**config.mk**
```make
export PLATFORM = sky130hd
export DESIGN_NAME = cstsr_counter_strobe
export DESIGN_NICKNAME = d
export VERILOG_FILES = /design/src/common/cstsr_pkg.sv /design/src/common/cstsr_tmr_if.sv /design/src/hdl/cstsr_interval_timer.sv /design/src/hdl/cstsr_counter_strobe.sv
export VERILOG_INCLUDE_DIRS = /design/src /design/src/common
export SDC_FILE = /design/constraint.sdc
export NUM_CORES = 1
export LEC_CHECK = 0
export ABC_AREA = 1
export BUFFER_PORTS_ARGS = -buffer_cell sky130_fd_sc_hd__buf_2
export CELL_PAD_IN_SITES_DETAIL_PLACEMENT = 0
export CELL_PAD_IN_SITES_GLOBAL_PLACEMENT = 1
export CORE_MARGIN = 4
export CORE_UTILIZATION = 38
export DETAILED_ROUTE_END_ITERATION = 12
export GPL_ROUTABILITY_DRIVEN = 0
export PLACE_DENSITY_LB_ADDON = 0.05
export SYNTH_ARGS = -nofsm -noshare
export SYNTH_HDL_FRONTEND = slang
export SYNTH_SLANG_ARGS = --single-unit
export TNS_END_PERCENT = 1
```
**constraint.sdc**
```tcl
create_clock -name core_clk -period 7.8 [get_ports core_clk]
set_input_delay 0.39 -clock core_clk [delete_from_list [all_inputs] [get_ports core_clk]]
set_output_delay 0.39 -clock core_clk [all_outputs]
set_load 0.005 [all_outputs]
```
**src/common/cstsr_defines.svh**
```systemverilog
`ifndef CSTSR_DEFINES_SVH
`define CSTSR_DEFINES_SVH
// Overview of operation
// - Quadrature mode: binary data word reports the input counter value.
// - Total counts accumulates every input count; host may preload it.
// - Total counts cleared to zero at power-up.
// - Quadrature mode: home marker clears total counts to zero.
// - Quadrature mode: preload input leaves total counts unchanged.
// - A strobe event captures binary data into its own register while its latch is clear.
// - Inputs 9 to 12 are strobe channels 1 to 4.
// - Active capture edge of each strobe is configurable.
// - Timer 1 measures ms between input 10 edges, or input 10 to 9.
// - Timer 1 starts only when input 10 strobe latch is clear.
// - Gated strobe 2: timer 1 starts only if comparator 6 is on.
// - Gated strobe 1 stopping timer 1 needs comparator 5 on.
// - Timer 2 measures ms between input 12 edges by default.
// - Configured, timer 2 measures from input 12 to input 11 edges.
// - Timer 2 starts with input 12 latch clear; gated needs comparator 8.
// - Gated strobe 3 stopping timer 2 needs comparator 7 on.
// - 16-bit status word shows comparator outputs 17 to 32.
// - Host strobe reset clears latch; held, every strobe recaptures data.
// - Absolute mode: binary data word is Gray input converted to binary.
`define CSTSR_DATA_W 16
`define CSTSR_TOTAL_W 32
`define CSTSR_TIMER_W 16
`define CSTSR_NSTROBE 4
`define CSTSR_CLK_HZ 10000000
`define CSTSR_TICK_MS 1
`define CSTSR_TICK_CYC ((`CSTSR_CLK_HZ / 1000) * `CSTSR_TICK_MS)
`define CSTSR_TOTAL_RST 32'h0000_0000
`define CSTSR_TIMER_MAX 16'hffff
`define CSTSR_CMP_START1 5
`define CSTSR_CMP_STOP1 4
`define CSTSR_CMP_START2 7
`define CSTSR_CMP_STOP2 6
`endif

```
**src/common/cstsr_pkg.sv**
```systemverilog
package cstsr_pkg;
  typedef enum logic [1:0] {
    CSTSR_IDLE = 2'b00,
    CSTSR_RUN = 2'b01,
    CSTSR_DONE = 2'b10
  } cstsr_tmr_e;
endpackage

```
**src/common/cstsr_tmr_if.sv**
```systemverilog
`timescale 1ns/1ps
interface cstsr_tmr_if;
  logic start;
  logic stop;
  logic tick;
  logic [15:0] value;
  logic running;
  modport ctl (output start, output stop, output tick, input value, input running);
  modport tmr (input start, input stop, input tick, output value, output running);
endinterface

```
**src/hdl/cstsr_interval_timer.sv**
```systemverilog
`timescale 1ns/1ps
`include "cstsr_defines.svh"
module cstsr_interval_timer #(
  parameter int TW = `CSTSR_TIMER_W
) (
  input wire logic core_clk,
  input wire logic rst,
  cstsr_tmr_if.tmr bus
);
  cstsr_pkg::cstsr_tmr_e state_q;
  logic [TW-1:0] cnt_q;
  logic sat;
  assign sat = (cnt_q == {TW{1'b1}});
  assign bus.value = cnt_q;
  assign bus.running = (state_q == cstsr_pkg::CSTSR_RUN);
  // ---------------------------------------
  // Start/stop counting
  // ---------------------------------------
  always_ff @(posedge core_clk) begin
    if (rst) begin
      state_q <= cstsr_pkg::CSTSR_IDLE;
      cnt_q <= '0;
    end else begin
      unique case (state_q)
        cstsr_pkg::CSTSR_IDLE, cstsr_pkg::CSTSR_DONE: begin
          if (bus.start) begin
            state_q <= cstsr_pkg::CSTSR_RUN;
            cnt_q <= '0;
          end
        end
        cstsr_pkg::CSTSR_RUN: begin
          if (bus.stop) begin
            state_q <= cstsr_pkg::CSTSR_DONE;
          end else if (bus.tick && !sat) begin
            cnt_q <= cnt_q + 1'b1;
          end
        end
        default: state_q <= cstsr_pkg::CSTSR_IDLE;
      endcase
    end
  end
  a_timer_saturate: assert property (@(posedge core_clk) disable iff (rst)
    (state_q == cstsr_pkg::CSTSR_RUN && sat) |=> sat)
    else $error("Timer wrapped");
  a_timer_step: assert property (@(posedge core_clk) disable iff (rst)
    (state_q == cstsr_pkg::CSTSR_RUN && !bus.stop && bus.tick && !sat)
    |=> cnt_q == $past(cnt_q) + 1'b1)
    else $error("Timer missed a tick");
endmodule

```
**src/hdl/cstsr_counter_strobe.sv**
```systemverilog
`timescale 1ns/1ps
`include "cstsr_defines.svh"
module cstsr_counter_strobe #(
  parameter int DW = `CSTSR_DATA_W,
  parameter int TOTW = `CSTSR_TOTAL_W,
  parameter int TICK_CYC = `CSTSR_TICK_CYC
) (
  input wire logic core_clk,
  input wire logic rst,
  input wire logic quadrature_counting_mode,
  input wire logic absolute_position_mode,
  input wire logic [DW-1:0] counter_value,
  input wire logic [DW-1:0] gray_input,
  input wire logic count_inc,
  input wire logic count_dec,
  input wire logic home_marker,
  input wire logic preload_input,
  input wire logic total_load,
  input wire logic [TOTW-1:0] total_load_value,
  input wire logic [3:0] strobe_in,
  input wire logic [3:0] strobe_edge_fall,
  input wire logic [3:0] comparator_gated_strobe_setting,
  input wire logic [3:0] strobe_reset,
  input wire logic timer1_two_input,
  input wire logic timer2_two_input,
  input wire logic [15:0] range_compare_low,
  input wire logic [15:0] range_compare_upper_in,
  output logic [DW-1:0] binary_data,
  output logic [TOTW-1:0] total_counts,
  output logic [4*DW-1:0] strobe_data,
  output logic [3:0] strobe_latch,
  output logic [15:0] timer1_ms,
  output logic [15:0] timer2_ms,
  output logic [15:0] range_compare_upper_status
);
  // ---------------------------------------
  // Binary data word
  // ---------------------------------------
  logic [DW-1:0] gray_bin;
  logic [DW-1:0] binary_d;
  logic [DW-1:0] binary_q;
  genvar gi;
  assign gray_bin[DW-1] = gray_input[DW-1];
  generate
    for (gi = 0; gi < DW - 1; gi++) begin : g_gray
      assign gray_bin[gi] = gray_bin[gi+1] ^ gray_input[gi];
    end
  endgenerate
  assign binary_d = quadrature_counting_mode ? counter_value :
    (absolute_position_mode ? gray_bin : binary_q);
  always_ff @(posedge core_clk) begin
    if (rst) binary_q <= '0;
    else binary_q <= binary_d;
  end
  assign binary_data = binary_q;
  // ---------------------------------------
  // Total counts
  // ---------------------------------------
  logic [TOTW-1:0] total_q;
  logic [TOTW-1:0] total_d;
  logic home_clr;
  logic total_ignores_preload;
  assign home_clr = quadrature_counting_mode && home_marker;
  // Preload input has no path into total counts in quadrature mode
  assign total_ignores_preload = quadrature_counting_mode && preload_input;
  assign total_d = home_clr ? '0 :
    total_load ? total_load_value :
    (count_inc && !count_dec) ? total_q + 1'b1 :
    (count_dec && !count_inc) ? total_q - 1'b1 : total_q;
  always_ff @(posedge core_clk) begin
    if (rst) total_q <= `CSTSR_TOTAL_RST;
    else total_q <= total_d;
  end
  assign total_counts = total_q;
  // ---------------------------------------
  // Strobe sync, edge detect, capture
  // ---------------------------------------
  logic [3:0] s1_q;
  logic [3:0] s2_q;
  logic [3:0] s3_q;
  logic [3:0] stb_ev;
  logic [3:0] stb_gate;
  logic [3:0] latch_q;
  logic [DW-1:0] cap_q [4];
  always_ff @(posedge core_clk) begin
    if (rst) begin
      s1_q <= '0;
      s2_q <= '0;
      s3_q <= '0;
    end else begin
      s1_q <= strobe_in;
      s2_q <= s1_q;
      s3_q <= s2_q;
    end
  end
  generate
    for (gi = 0; gi < 4; gi++) begin : g_stb
      assign stb_ev[gi] = strobe_edge_fall[gi] ? (s3_q[gi] && !s2_q[gi]) :
        (!s3_q[gi] && s2_q[gi]);
      assign stb_gate[gi] = !comparator_gated_strobe_setting[gi] || range_compare_low[gi+4];
      always_ff @(posedge core_clk) begin
        if (rst) begin
          latch_q[gi] <= 1'b0;
          cap_q[gi] <= '0;
        end else begin
          if (stb_ev[gi] && (!latch_q[gi] || strobe_reset[gi])) begin
            cap_q[gi] <= binary_q;
          end
          if (strobe_reset[gi]) latch_q[gi] <= 1'b0;
          else if (stb_ev[gi]) latch_q[gi] <= 1'b1;
        end
      end
      assign strobe_data[gi*DW +: DW] = cap_q[gi];
    end
  endgenerate
  assign strobe_latch = latch_q;
  // ---------------------------------------
  // Millisecond tick
  // ---------------------------------------
  logic [15:0] div_q;
  logic tick_q;
  logic div_end;
  assign div_end = (div_q == 16'(TICK_CYC - 1));
  always_ff @(posedge core_clk) begin
    if (rst) begin
      div_q <= '0;
      tick_q <= 1'b0;
    end else begin
      div_q <= div_end ? '0 : div_q + 1'b1;
      tick_q <= div_end;
    end
  end
  // ---------------------------------------
  // Interval timers
  // ---------------------------------------
  cstsr_tmr_if t1_if ();
  cstsr_tmr_if t2_if ();
  logic t1_ok;
  logic t2_ok;
  logic t1_stop9;
  logic t2_stop11;
  logic t1_stop10;
  logic t2_stop12;
  assign t1_ok = stb_ev[1] && !latch_q[1] && stb_gate[1];
  assign t2_ok = stb_ev[3] && !latch_q[3] && stb_gate[3];
  assign t1_stop9 = stb_ev[0] && stb_gate[0];
  assign t2_stop11 = stb_ev[2] && stb_gate[2];
  // Default: input 10 edge starts and stops; the latch only guards the start
  assign t1_stop10 = stb_ev[1] && stb_gate[1];
  assign t2_stop12 = stb_ev[3] && stb_gate[3];
  assign t1_if.start = t1_ok && !(t1_if.running && !timer1_two_input);
  assign t1_if.stop = timer1_two_input ? t1_stop9 : t1_stop10;
  assign t1_if.tick = tick_q;
  assign t2_if.start = t2_ok && !(t2_if.running && !timer2_two_input);
  assign t2_if.stop = timer2_two_input ? t2_stop11 : t2_stop12;
  assign t2_if.tick = tick_q;
  cstsr_interval_timer u_t1 (
    .core_clk(core_clk),
    .rst(rst),
    .bus(t1_if.tmr)
  );
  cstsr_interval_timer u_t2 (
    .core_clk(core_clk),
    .rst(rst),
    .bus(t2_if.tmr)
  );
  logic [15:0] t1_q;
  logic [15:0] t2_q;
  logic [15:0] rc_q;
  always_ff @(posedge core_clk) begin
    if (rst) begin
      t1_q <= '0;
      t2_q <= '0;
      rc_q <= '0;
    end else begin
      t1_q <= t1_if.value;
      t2_q <= t2_if.value;
      rc_q <= range_compare_upper_in;
    end
  end
  assign timer1_ms = t1_q;
  assign timer2_ms = t2_q;
  assign range_compare_upper_status = rc_q;
  // ---------------------------------------
  // Assertions
  // ---------------------------------------
  a_power_clear: assert property (@(posedge core_clk)
    rst |=> total_q == '0)
    else $error("Total not cleared at reset");
  a_home_clear: assert property (@(posedge core_clk) disable iff (rst)
    home_clr |=> total_q == '0)
    else $error("Home marker did not clear total");
  a_preload_hold: assert property (@(posedge core_clk) disable iff (rst)
    (total_ignores_preload && !home_marker && !total_load && !count_inc && !count_dec)
    |=> $stable(total_q))
    else $error("Preload input changed total");
  a_host_load: assert property (@(posedge core_clk) disable iff (rst)
    (total_load && !home_clr) |=> total_q == $past(total_load_value))
    else $error("Host preload not taken");
  a_count_up: assert property (@(posedge core_clk) disable iff (rst)
    (!home_clr && !total_load && count_inc && !count_dec)
    |=> total_q == $past(total_q) + 1'b1)
    else $error("Total did not count up");
  a_count_down: assert property (@(posedge core_clk) disable iff (rst)
    (!home_clr && !total_load && count_dec && !count_inc)
    |=> total_q == $past(total_q) - 1'b1)
    else $error("Total did not count down");
  a_quad_data: assert property (@(posedge core_clk) disable iff (rst)
    quadrature_counting_mode |=> binary_q == $past(counter_value))
    else $error("Binary word not the counter value");
  a_gray_data: assert property (@(posedge core_clk) disable iff (rst)
    (!quadrature_counting_mode && absolute_position_mode)
    |=> (binary_q ^ (binary_q >> 1)) == $past(gray_input))
    else $error("Binary word not the decoded encoder value");
  a_strobe_cap: assert property (@(posedge core_clk) disable iff (rst)
    (stb_ev[0] && strobe_reset[0]) |=> cap_q[0] == $past(binary_q))
    else $error("Strobe 1 data not captured");
  a_reset_latch: assert property (@(posedge core_clk) disable iff (rst)
    strobe_reset[2] |=> !latch_q[2])
    else $error("Strobe latch not cleared");
  a_gate_start: assert property (@(posedge core_clk) disable iff (rst)
    (comparator_gated_strobe_setting[1] && !range_compare_low[`CSTSR_CMP_START1] && !t1_if.running)
    |=> !t1_if.running)
    else $error("Timer 1 started without comparator 6");
  a_t1_latch: assert property (@(posedge core_clk) disable iff (rst)
    (latch_q[1] && !t1_if.running) |=> !t1_if.running)
    else $error("Timer 1 started with latch set");
  a_t1_edge_stop: assert property (@(posedge core_clk) disable iff (rst)
    (!timer1_two_input && t1_if.running && stb_ev[1]
      && (!comparator_gated_strobe_setting[1] || range_compare_low[`CSTSR_CMP_START1]))
    |=> !t1_if.running)
    else $error("Timer 1 not stopped by input 10");
  a_t1_hold9: assert property (@(posedge core_clk) disable iff (rst)
    (timer1_two_input && t1_if.running && stb_ev[0]
      && comparator_gated_strobe_setting[0] && !range_compare_low[`CSTSR_CMP_STOP1])
    |=> t1_if.running)
    else $error("Timer 1 stopped without comparator 5");
  a_latch_start: assert property (@(posedge core_clk) disable iff (rst)
    (latch_q[3] && !t2_if.running) |=> !t2_if.running)
    else $error("Timer 2 started with latch set");
  a_t2_gate: assert property (@(posedge core_clk) disable iff (rst)
    (comparator_gated_strobe_setting[3] && !range_compare_low[`CSTSR_CMP_START2] && !t2_if.running)
    |=> !t2_if.running)
    else $error("Timer 2 started without comparator 8");
  a_t2_edge_stop: assert property (@(posedge core_clk) disable iff (rst)
    (!timer2_two_input && t2_if.running && stb_ev[3]
      && (!comparator_gated_strobe_setting[3] || range_compare_low[`CSTSR_CMP_START2]))
    |=> !t2_if.running)
    else $error("Timer 2 not stopped by input 12");
  a_t2_hold11: assert property (@(posedge core_clk) disable iff (rst)
    (timer2_two_input && t2_if.running && stb_ev[2]
      && comparator_gated_strobe_setting[2] && !range_compare_low[`CSTSR_CMP_STOP2])
    |=> t2_if.running)
    else $error("Timer 2 stopped without comparator 7");
  a_status_copy: assert property (@(posedge core_clk) disable iff (rst)
    1'b1 |=> rc_q == $past(range_compare_upper_in))
    else $error("Comparator status word not updated");
  a_tick_period: assert property (@(posedge core_clk) disable iff (rst)
    tick_q |=> !tick_q [*2])
    else $error("Tick too frequent");
  a_sync_delay: assert property (@(posedge core_clk) disable iff (rst)
    (!strobe_edge_fall[0] && $rose(strobe_in[0])) |-> ##2 stb_ev[0])
    else $error("Strobe edge not seen after sync");
  generate
    for (gi = 0; gi < 4; gi++) begin : g_stb_chk
      a_latch_set: assert property (@(posedge core_clk) disable iff (rst)
        (stb_ev[gi] && !strobe_reset[gi]) |=> latch_q[gi])
        else $error("Strobe latch not set");
      a_latch_hold: assert property (@(posedge core_clk) disable iff (rst)
        (stb_ev[gi] && latch_q[gi] && !strobe_reset[gi]) |=> $stable(cap_q[gi]))
        else $error("Latched strobe overwrote its data");
      a_fall_sync: assert property (@(posedge core_clk) disable iff (rst)
        (strobe_edge_fall[gi] && $fell(strobe_in[gi])) |-> ##2 stb_ev[gi])
        else $error("Falling strobe edge not seen after sync");
    end
  endgenerate
  c_t1_run: cover property (@(posedge core_clk) t1_if.start ##[1:50] t1_if.stop);
  c_t2_run: cover property (@(posedge core_clk) t2_if.start ##[1:50] t2_if.stop);
  c_home: cover property (@(posedge core_clk) home_clr);
  c_recap: cover property (@(posedge core_clk) stb_ev[1] && latch_q[1] && strobe_reset[1]);
  c_t2_refused: cover property (@(posedge core_clk) stb_ev[3] && latch_q[3] && !strobe_reset[3]);
endmodule

```
==> results.sh <==
export IMPL_status="finished clean"
export IMPL_regToRegStartpoint="total_counts[0]"
export IMPL_io_buffers=273
export IMPL_die_y_um=174.0
export IMPL_fin_nets=1687
export IMPL_hold_viol=0
export IMPL_power_leakage_nw=6.061
export IMPL_cts_buffer_depth=3
export IMPL_ys_warn_count=0
export IMPL_drc_errors=0
export IMPL_drt_first_pass_iters=5
export IMPL_cts_hold_buf=0
export IMPL_fillers=2710
export IMPL_cts_sinks=229
export IMPL_synth_area_per_cell_um2=8.329
export IMPL_synth_common_cells="nand2_1 (190), nor2_1 (179), dfxtp_1 (165)"
export IMPL_tns_ps=0
export IMPL_synthTopCellsByArea="dfxtp_1 (32%), edfxtp_1 (18%), nand2_1 (6.8%)"
export IMPL_end_kind="register"
export IMPL_routed_wl_um=28940
export IMPL_slew_violations=0
export IMPL_slew_headroom=0.2869
export IMPL_drive_above_1_share=0.2489
export IMPL_grt_overflow_total=0
export IMPL_finalSetupViolCount=0
export IMPL_dominantRegCellSynth="dfxtp_1"
export IMPL_die_x_um=174.0
export IMPL_yosysTopAreaCellShare=0.3155
export IMPL_synth_area_um2=10470
export IMPL_tritoncts="yes"
export IMPL_clk_pin_slew_ps=60
export IMPL_worstPathArrival_ps=3630
export IMPL_core_um2=27030
export IMPL_p_per_area_nw_per_um2=240.7
export IMPL_drtAntennaViolNets=0
export IMPL_synth_distinct_cells=51
export IMPL_ctsResizeCount=0
export IMPL_syn_inst=1257
export IMPL_cp_start_kind="register"
export IMPL_antenna_found_initial=3
export IMPL_final_util=0.4849
export IMPL_reg2reg_slack_ps=4550
export IMPL_grt_first_pass_wirelength_um=46480
export IMPL_dp_hpwl_um=21580
export IMPL_ctsRootBufferMaster="clkbuf_16"
export IMPL_critical_path_max_fanout=5
export IMPL_clk_latency_ps=530
export IMPL_post_synth_top_count_cell="nand2_1"
export IMPL_post_drt_wl_per_cell_um=15.27
export IMPL_critPathRequiredTime_ps=8180
export IMPL_drt_iter0_drc=499
export IMPL_finalCriticalPeriod_ps=3251
export IMPL_dieArea_um2=30270
export IMPL_cp_startpoint="total_counts[0]"
export IMPL_hold_class="input pin to register"
export IMPL_ff2ff_path_depth=16
export IMPL_async_reset_ff_frac=0
export IMPL_routed_via_density=4.837
export IMPL_cts_setup_buffers=0
export IMPL_grt_pass1_vias=8782
export IMPL_ys_ff_latch=229
export IMPL_htreeDepth=1
export IMPL_cts_buffers=27
export IMPL_yosys_area_top_type="dfxtp_1"
export IMPL_synth_seq_area_share=0.4990
export IMPL_skew_ps=6.615
export IMPL_crit_end="total_counts[28]"
export IMPL_area_delta_synth_final_pct=25.16
export IMPL_p_total_mw=3.154
export IMPL_start_util=0.3874
export IMPL_syn_num_nets=1414
export IMPL_regArea_um2=5225
export IMPL_maxCapViolations=0
export IMPL_ios=287
export IMPL_max_vdd_ir_drop_v=0.0001491
export IMPL_reg2reg_to="total_counts[28]"
export IMPL_globalRouteTotalUtil=0.1839
export IMPL_rows=60
export IMPL_rsz0062_at_grt="false"
export IMPL_synth_edf_count=64
export IMPL_vias=9167
export IMPL_tightest_slew_ps=1066
export IMPL_fin_crit_sh=0.4168
export IMPL_max_clock_freq_mhz=307.6
export IMPL_grt_max_degree=52
export IMPL_multi_input_area_um2=4449
export IMPL_worst_setup_path_type="register to register"
==> through the flow <==
step | cells | hold WS [ps] | worst slack [ps] | area (um2)
finish | 1895 | 61.41 | 4549 | 13100
global route | 1894 | 40.61 | 4155 | 13100
CTS | 1892 | 38.25 | 4498 | 13100
detailed placement | 1842 | 393.8 | 3980 | 12160
global placement | 1842 | 391.2 | 4017 | 12160
floorplan | 1257 | 388.3 | 4406 | 10470
==> critical path: stages, from the launching register on <==
cell	delay, ps
dfxtp_1	350
fa_1	460
nand3_1	80
nand3_1	100
a21oi_1	250
o21ai_1	140
a21boi_1	270
o21ai_2	120
a21boi_1	310
nor2_1	100
nand2_1	70
nand2_1	80
a21boi_1	290
o21ai_1	120
xor2_1	150
o21bai_1	130
a21oi_1	80
==> final cells by class <==
type / count / area share
tap: 341 / 0.03256
antenna: 3 / 0.0005729
sequential: 229 / 0.3987
inverter: 174 / 0.05070
timing repair buffer: 277 / 0.1068
clock buffer: 37 / 0.05758
multi-input combinational: 821 / 0.3395
clock inverter: 13 / 0.01356
==> state kept, by name, summed over array words and instances, names as in the netlist, 16 cells and up <==
| signal | cells |
|---|---|
| cap_q | 64 |
| total_counts | 32 |
| binary_data | 16 |
| div_q | 16 |
| range_compare_upper_status | 16 |
| timer1_ms | 16 |
| timer2_ms | 16 |
| u_t1.bus.value | 16 |
| u_t2.bus.value | 16 |
==> per-layer routing <==
| layer | vias to the layer above | GRT usage | routed length, um |
|---|---|---|---|
| met1 | 4140 | 0.2530 | 13640 |
| met3 | 39 | 0.03763 | 1736 |
| met4 | 2 | 0.03464 | 451 |
| met2 | 242 | 0.3038 | 13100 |
| li1 | 4744 | - | - |
| met5 | - | 0 | 13 |
==> kinds of logic after synthesis <==
kind of cell             Yosys count  synth area share
AO/OA/AOI/OAI                    244            0.1386
XOR/XNOR                          25           0.02091
adder cells (fa/ha/maj)           34           0.04135
buffers and inverters            207           0.07600
flip-flops                       229            0.4990
AND/OR/NAND/NOR                  518            0.2241
==> cell usage in the layout, fill, tap and decap left out, types with 3 or more instances in the layout <==
cell	Yosys	final
a21boi_1	3	3
clkbuf_1	31	5
o221ai_1	5	5
clkbuf_16	0	27
o21ai_1	5	5
nor2_2	4	4
diode_2	0	3
o21a_1	6	6
or2_2	6	6
buf_2	0	272
nand4_1	5	5
xnor2_1	11	11
a22oi_1	4	4
o21bai_1	19	19
bufinv_16	0	4
nand3_1	67	67
clkinv_2	3	8
or3_1	3	3
ha_1	33	33
inv_2	6	6
nand2_2	9	9
a31oi_1	23	23
clkinv_1	4	4
dfxtp_1	165	165
edfxtp_1	64	64
o211ai_1	17	17
buf_4	0	5
nand2_1	190	190
o21ai_0	53	53
xor2_1	14	14
inv_1	159	159
nand3_2	23	23
nor2_1	179	179
clkbuf_8	0	4
a211oi_1	8	8
nor3_1	18	18
nor4_1	3	3
a21oi_1	93	93
inv_6	1	3
==> power by group <==
| group | switching (mW) | internal, mW | leakage (nW) | total, mW |
|---|---|---|---|---|
| Sequential | 0.0381 | 1.29 | 2.02 | 1.32 |
| Clock | 0.496 | 0.810 | 0.457 | 1.31 |
| Combinational | 0.322 | 0.203 | 3.59 | 0.524 |
| Total | 0.856 | 2.30 | 6.06 | 3.15 |
==> worst min-delay path by stage <==
stage                                from                              to  slack (ps)  depth (start not counted)
6_report                     strobe_in[3]                         s1_q[3]          60                          3
5_1_grt        range_compare_upper_in[11]  range_compare_upper_status[11]          40                          3
4_1_cts         range_compare_upper_in[0]   range_compare_upper_status[0]          40                          3
3_5_place_dp                      s1_q[0]                         s2_q[0]         390                          2
3_3_place_gp                      s1_q[2]                         s2_q[2]         390                          2
2_1_floorplan                     s1_q[0]                         s2_q[0]         390                          2
Power figures use the tool's default switching activity.
